<file path="config.mk">
export PLATFORM = sky130hd
export DESIGN_NAME = peripheral_clock_gate
export DESIGN_NICKNAME = d
export VERILOG_FILES = /design/src/common/clock_gate_pkg.sv /design/src/core/gate_stage.sv /design/src/core/peripheral_clock_gate.sv
export SDC_FILE = /design/constraint.sdc
export NUM_CORES = 1
export LEC_CHECK = 0
export BUFFER_PORTS_ARGS = -buffer_cell sky130_fd_sc_hd__buf_2
export CAP_MARGIN = 20
export CORE_MARGIN = 2
export CORE_UTILIZATION = 40
export CTS_CLUSTER_SIZE = 24
export DETAILED_ROUTE_END_ITERATION = 8
export PLACE_DENSITY = 0.7
export SKIP_CTS_REPAIR_TIMING = 1
export SLEW_MARGIN = 20
export SYNTH_ARGS = -nofsm -noshare
export SYNTH_HDL_FRONTEND = slang
export SYNTH_SLANG_ARGS = --single-unit
</file>
<file path="constraint.sdc">
create_clock -name clock_i -period 3.6 [get_ports clock_i]
set_clock_uncertainty 0.1 [all_clocks]
set_input_delay 0 -clock clock_i [delete_from_list [all_inputs] [get_ports clock_i]]
set_output_delay 0 -clock clock_i [all_outputs]
set_load 0.01 [all_outputs]
</file>
<file path="src/common/clock_gate_pkg.sv">
// Constants, field layouts and carrier types for the peripheral clock gate.
// Assumes a 16-bit register port and one 50 MHz instruction clock.
package clock_gate_pkg;

  // ****************************************************************
  // Bus geometry
  // ****************************************************************
  localparam int ADDR_W = 16;
  localparam int DATA_W = 16;
  localparam int NUM_PERIPH = 32;
  localparam int SEL_W = 5;

  // ****************************************************************
  // Register offsets and reset values
  // ****************************************************************
  localparam logic [ADDR_W-1:0] MODULE_DISABLE_FIRST_OFS = 16'h0770;
  localparam logic [ADDR_W-1:0] MODULE_DISABLE_SECOND_OFS = 16'h0772;
  localparam logic [DATA_W-1:0] MODULE_DISABLE_FIRST_RST = 16'h0000;
  localparam logic [DATA_W-1:0] MODULE_DISABLE_SECOND_RST = 16'h0000;

  // Bits that carry a peripheral; the others read zero
  localparam logic [DATA_W-1:0] FIRST_ASSIGNED = 16'hf9ff;
  localparam logic [DATA_W-1:0] SECOND_ASSIGNED = 16'hffff;

  // ****************************************************************
  // Field positions, first register (index 0..15 of the vector)
  // ****************************************************************
  localparam int CONVERTER_OFF = 0;
  localparam int CAN_CTRL1_OFF = 1;
  localparam int CAN_CTRL2_OFF = 2;
  localparam int SYNC_SERIAL1_OFF = 3;
  localparam int SYNC_SERIAL2_OFF = 4;
  localparam int SERIAL_PORT1_OFF = 5;
  localparam int SERIAL_PORT2_OFF = 6;
  localparam int TWO_WIRE_PORT_OFF = 7;
  localparam int CODEC_PORT_OFF = 8;
  localparam int TIMER1_OFF = 11;
  localparam int TIMER2_OFF = 12;
  localparam int TIMER3_OFF = 13;
  localparam int TIMER4_OFF = 14;
  localparam int TIMER5_OFF = 15;

  // Second register sits at index 16..31: compares low, captures high
  localparam int COMPARE1_OFF = 16;
  localparam int CAPTURE1_OFF = 24;

  // Gated enable reaches a peripheral this many cycles after the write
  localparam int GATE_DELAY_CYCLES = 1;

  // ****************************************************************
  // Carriers
  // ****************************************************************
  typedef struct packed {
    logic [SEL_W-1:0]  sel;
    logic              wr;
    logic              rd;
    logic [ADDR_W-1:0] addr;
    logic [DATA_W-1:0] wdata;
  } periph_req_s;

endpackage

</file>
<file path="src/core/gate_stage.sv">
// Register stage that turns allow bits into module clock enables.
// Assumes the disable bits change only on clock edges.
`timescale 1ns/1ps

module gate_stage
#(
  parameter int WIDTH = 32
)
(
  input  wire logic             clock_i,
  input  wire logic             resetn_i,
  input  wire logic [WIDTH-1:0] allow_i,
  output logic      [WIDTH-1:0] enable_o
);

  logic [WIDTH-1:0] enable_reg;
  logic [WIDTH-1:0] enable_next;

  always_comb
  begin
    enable_next = allow_i;
  end

  // Starts cleared; present modules come up one cycle after release
  always_ff @(posedge clock_i or negedge resetn_i)
  begin
    if (!resetn_i)
      enable_reg <= '0;
    else
      enable_reg <= enable_next;
  end

  assign enable_o = enable_reg;

endmodule // gate_stage

</file>
<file path="src/core/peripheral_clock_gate.sv">
// Peripheral module disable registers, clock enables and access gating.
// Assumes a one-cycle register port and peripherals whose register
// read data answer in the same cycle as a forwarded read.
`timescale 1ns/1ps

module peripheral_clock_gate
  import clock_gate_pkg::*;
#(
  parameter logic [DATA_W-1:0] PRESENT_FIRST  = FIRST_ASSIGNED,
  parameter logic [DATA_W-1:0] PRESENT_SECOND = SECOND_ASSIGNED
)
(
  input  wire logic                       clock_i,
  input  wire logic                       resetn_i,
  input  wire logic [clock_gate_pkg::ADDR_W-1:0] addr_i,
  input  wire logic [clock_gate_pkg::DATA_W-1:0] wdata_i,
  input  wire logic                       wr_i,
  input  wire logic                       rd_i,
  output logic      [clock_gate_pkg::DATA_W-1:0] rdata_o,
  input  wire logic [clock_gate_pkg::NUM_PERIPH-1:0] run_req_i,
  output logic      [clock_gate_pkg::NUM_PERIPH-1:0] clk_en_o,
  output logic      [clock_gate_pkg::NUM_PERIPH-1:0] run_o,
  input  wire clock_gate_pkg::periph_req_s periph_req_i,
  output clock_gate_pkg::periph_req_s      periph_req_o,
  input  wire logic [clock_gate_pkg::DATA_W-1:0] periph_rdata_i,
  output logic      [clock_gate_pkg::DATA_W-1:0] periph_rdata_o
);

  import clock_gate_pkg::*;

  // ****************************************************************
  // Helpers
  // ****************************************************************
  function automatic logic reg_hit(input logic [ADDR_W-1:0] a,
                                   input logic [ADDR_W-1:0] ofs);
    reg_hit = (a == ofs);
  endfunction

  function automatic logic unit_on(input logic [NUM_PERIPH-1:0] en,
                                   input logic [SEL_W-1:0] sel);
    unit_on = en[sel];
  endfunction

  localparam logic [DATA_W-1:0] FIRST_MASK = FIRST_ASSIGNED & PRESENT_FIRST;
  localparam logic [DATA_W-1:0] SECOND_MASK =
    SECOND_ASSIGNED & PRESENT_SECOND;
  localparam logic [NUM_PERIPH-1:0] PRESENT_ALL = {SECOND_MASK, FIRST_MASK};

  // ****************************************************************
  // Disable registers
  // ****************************************************************
  logic [DATA_W-1:0] dis_first_reg;
  logic [DATA_W-1:0] dis_first_next;
  logic [DATA_W-1:0] dis_second_reg;
  logic [DATA_W-1:0] dis_second_next;
  logic [DATA_W-1:0] rdata_reg;
  logic [DATA_W-1:0] rdata_next;
  logic [NUM_PERIPH-1:0] off_vec;
  logic [NUM_PERIPH-1:0] allow_vec;
  logic [NUM_PERIPH-1:0] clk_en_int;

  always_comb
  begin
    dis_first_next = dis_first_reg;
    dis_second_next = dis_second_reg;
    rdata_next = '0;
    // Unassigned and absent bits never store a one
    if (wr_i && reg_hit(addr_i, MODULE_DISABLE_FIRST_OFS))
      dis_first_next = wdata_i & FIRST_MASK;
    if (wr_i && reg_hit(addr_i, MODULE_DISABLE_SECOND_OFS))
      dis_second_next = wdata_i & SECOND_MASK;
    if (rd_i && reg_hit(addr_i, MODULE_DISABLE_FIRST_OFS))
      rdata_next = dis_first_reg;
    else if (rd_i && reg_hit(addr_i, MODULE_DISABLE_SECOND_OFS))
      rdata_next = dis_second_reg;
  end

  always_ff @(posedge clock_i or negedge resetn_i)
  begin
    if (!resetn_i)
    begin
      dis_first_reg <= MODULE_DISABLE_FIRST_RST;
      dis_second_reg <= MODULE_DISABLE_SECOND_RST;
      rdata_reg <= '0;
    end
    else
    begin
      dis_first_reg <= dis_first_next;
      dis_second_reg <= dis_second_next;
      rdata_reg <= rdata_next;
    end
  end

  assign rdata_o = rdata_reg;
  assign off_vec = {dis_second_reg, dis_first_reg};
  assign allow_vec = ~off_vec & PRESENT_ALL;

  // ****************************************************************
  // Clock enables
  // ****************************************************************
  // The extra stage gives the one instruction cycle of settling so a
  // module never sees a clock cut in the same cycle as the write.
  gate_stage #(
    .WIDTH    (NUM_PERIPH)
  ) u_gate_stage (
    .clock_i  (clock_i),
    .resetn_i (resetn_i),
    .allow_i  (allow_vec),
    .enable_o (clk_en_int)
  );

  assign clk_en_o = clk_en_int;

  logic [NUM_PERIPH-1:0] run_reg;
  logic [NUM_PERIPH-1:0] run_next;

  always_comb
  begin
    run_next = allow_vec & run_req_i;
  end

  always_ff @(posedge clock_i or negedge resetn_i)
  begin
    if (!resetn_i)
      run_reg <= '0;
    else
      run_reg <= run_next;
  end

  assign run_o = run_reg;

  // ****************************************************************
  // Peripheral register access gating
  // ****************************************************************
  periph_req_s       preq_reg;
  periph_req_s       preq_next;
  logic              rd_pend_reg;
  logic              rd_pend_next;
  logic [DATA_W-1:0] prdata_reg;
  logic [DATA_W-1:0] prdata_next;
  logic              acc_ok;

  always_comb
  begin
    acc_ok = unit_on(clk_en_int, periph_req_i.sel);
    preq_next = periph_req_i;
    preq_next.wr = periph_req_i.wr & acc_ok;
    preq_next.rd = periph_req_i.rd & acc_ok;
    rd_pend_next = preq_next.rd;
    // Data only for a forwarded read; anything else answers zero
    prdata_next = rd_pend_reg ? periph_rdata_i : '0;
  end

  always_ff @(posedge clock_i or negedge resetn_i)
  begin
    if (!resetn_i)
    begin
      preq_reg <= '0;
      rd_pend_reg <= 1'b0;
      prdata_reg <= '0;
    end
    else
    begin
      preq_reg <= preq_next;
      rd_pend_reg <= rd_pend_next;
      prdata_reg <= prdata_next;
    end
  end

  assign periph_req_o = preq_reg;
  assign periph_rdata_o = prdata_reg;
endmodule // peripheral_clock_gate

</file>
==> flow_metrics.tcl, run 1 <==
set metrics [dict create \
    drv_slew 0 \
    synth_top_cell_by_area "dfrtp_1" \
    synth-main-ff-cell "dfrtp_1" \
    io_buffers 251 \
    worst_slew_pin_slew_ns 1.05 \
    critPathMaxStageDelay_ns 0.86 \
    die_width_um 121 \
    grt_max_degree 92 \
    async_flop_share 1.00 \
    cp_data_arrival_time_ns 2.11 \
    crit_family "simple AND/OR/NAND/NOR gates" \
    finalSetupTns_ns 0 \
    grt_overflow 0 \
    first_pass_iters 4 \
    powerDensity_nw_per_um2 460 \
    crit_fanout 14 \
    hold_viol_final 0 \
    syn_area_um2 5470 \
    drv_cap 0 \
    antenna_cells 0 \
    placed_cell_area_um2 6880 \
    clock_latency_ns 0.41 \
    p_leak_uw 0.00419 \
    synth.distinct_cells 34 \
    num-nets-final 840 \
    ys_seq_area_frac 0.737 \
    timing.rr.start "dis_second_reg[10]" \
    synth-seq-cells 161 \
    clockRootBuffer "clkbuf_16" \
    maxSlewHeadroom 0.302 \
    r2r-end "rdata_o[10]" \
    crit_chain "dlygate4sd3_1, buf_2, inv_1, and3_1, mux2_2" \
    rrSetupSlack_ns 2.05 \
    first_global_vias 3770 \
    io_pins 258 \
    dp_hpwl_um 9760 \
    drcViolationCount 0 \
    path_class "in2reg" \
    crit_required_ns 3.79 \
    ys_warn_count 0 \
    timing.fmax_mhz 521 \
    yosysMostFrequentCell "dfrtp_1" \
    status "finished, final reports clean" \
    grt_usage 0.180 \
    drtIter0Drc 168 \
    avgSynthCellArea_um2 15.7 \
    start_util 0.411 \
    row_count 42 \
    dp.cells 768 \
    final_cell_area_um2 8530 \
    cts.sinks 161 \
    dieHeight_um 121 \
    die_area_um2 14600 \
    synth_common_cells "dfrtp_1, inv_1, nor2b_1" \
    synth_enable_flop_cells 0 \
    area_growth_pct 56.0 \
    wire_per_inst_um 16.0 \
    worstPathBufferInverterCount 3 \
    htreeDepth 4 \
    end_kind "flop" \
    ant_nets 0 \
    vias 4090 \
    instances_no_fill 906 \
    irDropWorstVdd_v 0.000365 \
    cts_tree "done" \
    crit_path_top_delay_cell "and3_1" \
    start_kind "input pin" \
    cts_buffers 17 \
    largest_reg_flops 39 \
    viasPerCell 4.51 \
    period_minus_slack_ns 1.92 \
    min-delay-path-class "in2async" \
    fillers 964 \
    rsz0062_at_grt "false" \
    antenna_found_initial 0 \
    core_area_um2 13300 \
    ys_top_cells_by_area "dfrtp_1, mux2_2, nor2b_1, mux2_4, mux2i_1" \
    min_period_over_period 0.533 \
    clkTransAtPathRegs_ns 0.06 \
    setup_viol 0 \
    gp_congestion 0.772 \
    grt_pass1_wl_um 19600 \
    layout-drive-gt1-share 0.441 \
    synthDominantCellAreaShare 0.737 \
    r2r_cells 3 \
    synthCells 349 \
    finalWirelength_um 14500 \
    clockBufferDepth 2 \
]
## cell type report
cell class	instances	area (um^2)	share of cell area
repair buffers	359	2350	0.276
flip-flops and latches	161	4030	0.472
multi-input cells	144	1220	0.143
clock inverters	13	128	0.0150
clock buffers	19	453	0.0531
inverters	34	128	0.0150
well taps	176	220	0.0258
## metrics by stage
| stage | utilization | hold slack, ns | worst slack (ns) | power [uW] |
|---|---|---|---|---|
| finish | 0.642 | 0.0504 | 1.68 | 3920 |
| global route | 0.642 | 0.101 | 1.61 | 4090 |
| CTS | 0.561 | -0.500 | 1.85 | 3870 |
| detailed placement | 0.518 | -0.0505 | 1.41 | 2140 |
| global placement | 0.518 | -0.0653 | 1.45 | 2130 |
| floorplan | - | -0.396 | 2.13 | 1980 |
## layout by cell type, fill, tap and decap left out, types with 6 or more instances in the layout
master | netlist | layout
inv_1 | 34 | 34
a22o_1 | 14 | 14
dlygate4sd3_1 | 0 | 106
dfrtp_1 | 161 | 161
and2_1 | 17 | 17
mux2i_1 | 14 | 14
mux2_4 | 11 | 11
mux2_2 | 19 | 19
buf_2 | 2 | 250
clkinvlp_4 | 0 | 6
clkbuf_16 | 0 | 17
nor2b_1 | 32 | 32
## per-layer routing
metal  vias up  global-route usage  share of wire  wire length (um)
met5         -                   0              0                 0
met4         0              0.0610          0.013               188
met3        17              0.0644          0.070              1020
met2       160               0.323           0.55              7980
met1      2039               0.196           0.37              5350
li1       1874                   -              -                 -
## worst max-delay path by stage
stage               startpoint                 to  depth (start not counted)
floorplan           addr_i[14]  dis_first_reg[11]                          6
global placement    addr_i[14]   dis_first_reg[1]                          5
detailed placement  addr_i[14]  dis_first_reg[15]                          5
CTS                 addr_i[14]  dis_first_reg[15]                          5
global route         addr_i[1]   dis_first_reg[0]                          5
finish               addr_i[1]  dis_first_reg[15]                          5
## report_power, final
| part | internal (uW) | switching (uW) | total, uW |
|---|---|---|---|
| logic | 179 | 143 | 322 |
| registers | 1860 | 16.5 | 1880 |
| clock network | 998 | 724 | 1720 |
| total | 3040 | 884 | 3920 |
## cells by family after synthesis
logic type	synth area share
muxes	0.0949
buffers and inverters	0.0432
DFF	0.737
other	0.000686
and+or+nand+nor	0.0883
AOI/OAI and AO/OA	0.0361
Note: power is estimated with default switching activity, not from simulation.
==> run 2, diff against run 1 <==
clock period = 2 ns   (was 3.6 ns; I/O delays follow)
==> run 2 against run 1 <==
Net effect:
- global-route usage is 0.24 points higher
- largest power group is now clock
- critical endpoint is now rdata_o[10]
- first-iteration DRC count is 7.7% lower
- count of clock-buffer cells in the layout is 2 higher
- combinational power is 82% higher
- largest cell class unchanged
==> flow_metrics.tcl, run 2 (synthesis results as in run 1) <==
set metrics [dict create \
    htreeDepth 4 \
    grt_pass1_wl_um 19700 \
    timing.fmax_mhz 587 \
    end_kind "flop" \
    cts.sinks 161 \
    grt_max_degree 64 \
    cts_buffers 17 \
    worst_slew_pin_slew_ns 0.600 \
    min_period_over_period 0.852 \
    drtIter0Drc 155 \
    busiest_layer "met2" \
    finalSetupTns_ns 0 \
    multi_input_area_um2 1210 \
    clkPwrFrac 0.466 \
    final_cell_area_um2 8660 \
    status "finished, final reports clean" \
    clockBufferDepth 2 \
    antenna_found_initial 0 \
    grt_usage 0.182 \
    core_area_um2 13300 \
    period_minus_slack_ns 1.70 \
    seq_area_um2 4030 \
    layout-drive-gt1-share 0.443 \
    crit_chain "dlygate4sd3_1, buf_2, nor4_2, nand4_1, dlygate4sd3_1, nor4_1" \
    maxSlewHeadroom 0.600 \
    antenna_cells 0 \
    placed_cell_area_um2 6940 \
    crit_required_ns 2.21 \
    comb_power_share 0.079 \
    crit_fanout 4 \
    largest_reg_flops 39 \
    grt_overflow 0 \
    vias 4070 \
    globalRouteMet1Util 0.195 \
    die_width_um 121 \
    ant_nets 0 \
    mostFrequentLayoutCells "buf_2, dfrtp_1, dlygate4sd3_1" \
    area_growth_pct 58.4 \
    min-delay-path-class "in2async" \
    num-nets-final 846 \
    cts_tree "done" \
    path_class "in2reg" \
    setup_viol 0 \
    critPathMaxStageDelay_ns 0.63 \
    io_pins 258 \
    viasPerCell 4.46 \
    clockRootBuffer "clkbuf_16" \
    dp_hpwl_um 9820 \
    first_global_vias 3807 \
    fillers 977 \
    drv_cap 0 \
    use_met2 0.328 \
    dieHeight_um 121 \
    p_leak_uw 0.00426 \
    final_common_cell "buf_2" \
    wire_per_inst_um 16.1 \
    first_pass_iters 4 \
    io_buffers 251 \
    power.share.switching 0.209 \
    crit_path_frequent_cell "dlygate4sd3_1" \
    switchingPower_uw 1550 \
    irDropWorstVdd_v 0.000522 \
    clkTransAtPathRegs_ns 0.06 \
    hold_viol_final 0 \
    drcViolationCount 0 \
    finalWirelength_um 14700 \
    powerDensity_nw_per_um2 858 \
    crit_path_top_delay_cell "dlygate4sd3_1" \
    rsz0062_at_grt "false" \
    start_kind "input pin" \
    internal-power_uw 5880 \
    row_count 42 \
    gp_congestion 0.775 \
    start_util 0.411 \
    cp_data_arrival_time_ns 1.91 \
    drv_slew 0 \
    die_area_um2 14600 \
    use_met3 0.0663 \
    clock_latency_ns 0.42 \
    pwr-share-seq 0.455 \
]
[run 2: cell types whose count changed in the layout (fill, tap and decap cells not counted), sizes merged]
cell         before  now
clkinvlp          6    2
dlygate4sd3     106  107
inv              38   37
clkbuf           19   21
buf             253  258
bufinv            1    4
[run 2: routing by layer]
layer | vias to the layer above | routed length [um]
met5 | - | 0
met4 | 0 | 304
met3 | 26 | 1090
met2 | 161 | 8120
met1 | 1995 | 5180
li1 | 1888 | -
[run 2: per-stage QoR]
step	std cells	total power, uW	hold slack (ns)	worst slack (ns)	util
after floorplan	352	3570	-0.396	0.525	-
after global placement	773	3850	-0.0765	0.370	0.522
after detailed placement	773	3860	-0.0612	0.317	0.522
after CTS	805	7340	-0.520	0.631	0.571
after global routing	912	7740	0.103	0.188	0.651
final	912	7430	0.0368	0.296	0.651
[run 2: worst paths after layout]
kind,cells past startpoint,startpoint,to,slack (ns)
hold reg to reg,1,dis_second_reg[9],run_o[25],0.35
max in group asynchronous,3,resetn_i,periph_req_o[5],1.04
setup reg to reg,4,u_gate_stage.enable_o[8],periph_req_o[33],0.63
hold / removal,2,resetn_i,periph_req_o[9],0.04
setup / recovery,6,addr_i[2],rdata_o[10],0.30
min in group clock_i,3,wr_i,dis_second_reg[10],0.11
[run 2: worst max-delay path: cells and delay by family]
family        cells  cell delay (ns)
buf+inv           3             1.31
simple gates      3             0.61
[run 2: power groups by stage]
stage / logic, uW / registers (uW) / clock network [uW]
6_report: 586 / 3380 / 3460
5_1_grt: 642 / 3380 / 3720
4_1_cts: 429 / 3380 / 3540
3_5_place_dp: 427 / 3440 / 0
3_3_place_gp: 416 / 3430 / 0
2_1_floorplan: 82.3 / 3480 / 0
[run 2: final cells by class]
cell class	instances	share of cell area
repair buffers	365	0.280
multi-input cells	144	0.140
inverters	34	0.0147
clock inverters	11	0.0202
flip-flops and latches	161	0.465
well taps	176	0.0254
clock buffers	21	0.0543
==> run 3, diff against run 2 <==
CORE_MARGIN = default   (was 2)
==> run 3 against run 2 <==
Net effect:
- setup slack got worse by 0.13 ns
- sequential power hardly changed
- core utilization fell by 0.29 points
- final area shrank 0.45%
- global-route usage grew 1.1 points
- count of clock-buffer cells in the layout up 1
- critical path depth did not move
- flip-flop and latch count unchanged
- sequential share of layout area is 0.21 points higher
- hold slack worse by 0.030 ns
- total power down 2.8%
- die area decreased by 3.3%
- critical path type unchanged
- largest cell class unchanged
==> flow_metrics.tcl, run 3 (synthesis results as in run 1) <==
set metrics [dict create \
    instances_no_fill 914 \
    powerDensity_nw_per_um2 837 \
    drv_slew 0 \
    min-delay-path-class "in2async" \
    antenna_cells 0 \
    final_common_cell "buf_2" \
    dieHeight_um 119 \
    cts_tree "done" \
    min_period_over_period 0.919 \
    row_count 42 \
    mostFrequentLayoutCells "buf_2, dfrtp_1, dlygate4sd3_1" \
    hold_viol_final 0 \
    crit_chain "dlygate4sd3_1, buf_2, nor4_2, nand4_1, dlygate4sd3_1, nor4_1" \
    crit_path_frequent_cell "dlygate4sd3_1" \
    core_area_um2 13300 \
    setup_viol 0 \
    worstPathBufferInverterCount 3 \
    crit_required_ns 2.21 \
    wire_per_inst_um 16.4 \
    grt_max_degree 59 \
    drv_cap 0 \
    period_minus_slack_ns 1.84 \
    cts.sinks 161 \
    rrSetupSlack_ns 0.63 \
    grt_overflow 0 \
    drtIter0Drc 175 \
    status "finished, final reports clean" \
    vias 4111 \
    clockBufferDepth 2 \
    clkTransAtPathRegs_ns 0.06 \
    worst_slew_pin_slew_ns 0.518 \
    power.total_uw 7220 \
    p_leak_uw 0.00425 \
    crit_path_top_delay_cell "dlygate4sd3_1" \
    die_area_um2 14100 \
    layout-drive-gt1-share 0.442 \
    start_kind "input pin" \
    htreeDepth 4 \
    timing.rr.start "u_gate_stage.enable_o[8]" \
    critPathMaxStageDelay_ns 0.63 \
    antenna_found_initial 0 \
    dp_hpwl_um 9680 \
    r2r_cells 4 \
    rsz0062_at_grt "false" \
    gp_congestion 0.805 \
    drcViolationCount 0 \
    first_pass_iters 6 \
    path_class "in2reg" \
    clock_latency_ns 0.41 \
    largest_reg_flops 39 \
    dp.cells 776 \
    timing.fmax_mhz 544 \
    crit_fanout 4 \
    end_kind "flop" \
    start_util 0.411 \
    area_growth_pct 57.7 \
    maxSlewHeadroom 0.655 \
    clockRootBuffer "clkbuf_16" \
    finalSetupTns_ns 0 \
    fin_ws_ns 0.163 \
    crit_family "buffers and inverters" \
    dp_slack_ns 0.296 \
    cp_data_arrival_time_ns 2.05 \
    io_pins 258 \
    cts_buffers 17 \
    first_global_vias 3840 \
    grt_pass1_wl_um 20100 \
    die_width_um 119 \
    io_buffers 251 \
    grt_usage 0.193 \
    viasPerCell 4.50 \
    ant_nets 0 \
    irDropWorstVdd_v 0.000514 \
    num-nets-final 849 \
    r2r-end "periph_req_o[32]" \
    finalWirelength_um 15000 \
]
## run 3: area by class of cell
type,instances,area (um^2)
Fill cell,961,4670
Multi-Input combinational cell,144,1210
Timing Repair Buffer,368,2430
Clock buffer,22,464
Inverter,34,128
Clock inverter,9,133
Tap cell,176,220
Sequential cell,161,4030
## run 3: power breakdown
| group | internal [uW] | leakage (uW) | switching, uW | total (uW) |
|---|---|---|---|---|
| clock | 2020 | 0.000286 | 1230 | 3250 |
| combinational | 328 | 0.00204 | 265 | 593 |
| sequential | 3350 | 0.00192 | 28.5 | 3380 |
## run 3: worst max path at each step
| stage | from | to | slack, ns | cells after the start |
|---|---|---|---|---|
| 2_1_floorplan | addr_i[14] | dis_first_reg[11] | 0.53 | 6 |
| 4_1_cts | u_gate_stage.enable_o[8] | periph_req_o[32] | 0.63 | 4 |
| 3_3_place_gp | addr_i[14] | dis_first_reg[1] | 0.36 | 6 |
| 5_1_grt | addr_i[0] | rdata_o[10] | 0.09 | 6 |
| 6_report | addr_i[0] | rdata_o[10] | 0.16 | 6 |
| 3_5_place_dp | addr_i[14] | dis_first_reg[1] | 0.30 | 6 |
## run 3: routing by layer
layer | wire [um] | vias to the layer above | track usage
met5 | 0 | - | 0
met4 | 316 | 0 | 0.0649
met3 | 874 | 27 | 0.0666
met2 | 8300 | 176 | 0.350
met1 | 5540 | 2010 | 0.210
li1 | - | 1898 | -
## run 3: per-stage QoR
step / area (um^2) / util / hold slack (ns)
2_1_floorplan: 5480 / - / -0.396
3_3_place_gp: 6950 / 0.523 / -0.120
3_5_place_dp: 6950 / 0.523 / -0.104
4_1_cts: 7550 / 0.568 / -0.554
5_1_grt: 8620 / 0.649 / 0.0304
6_report: 8620 / 0.649 / 0.00721
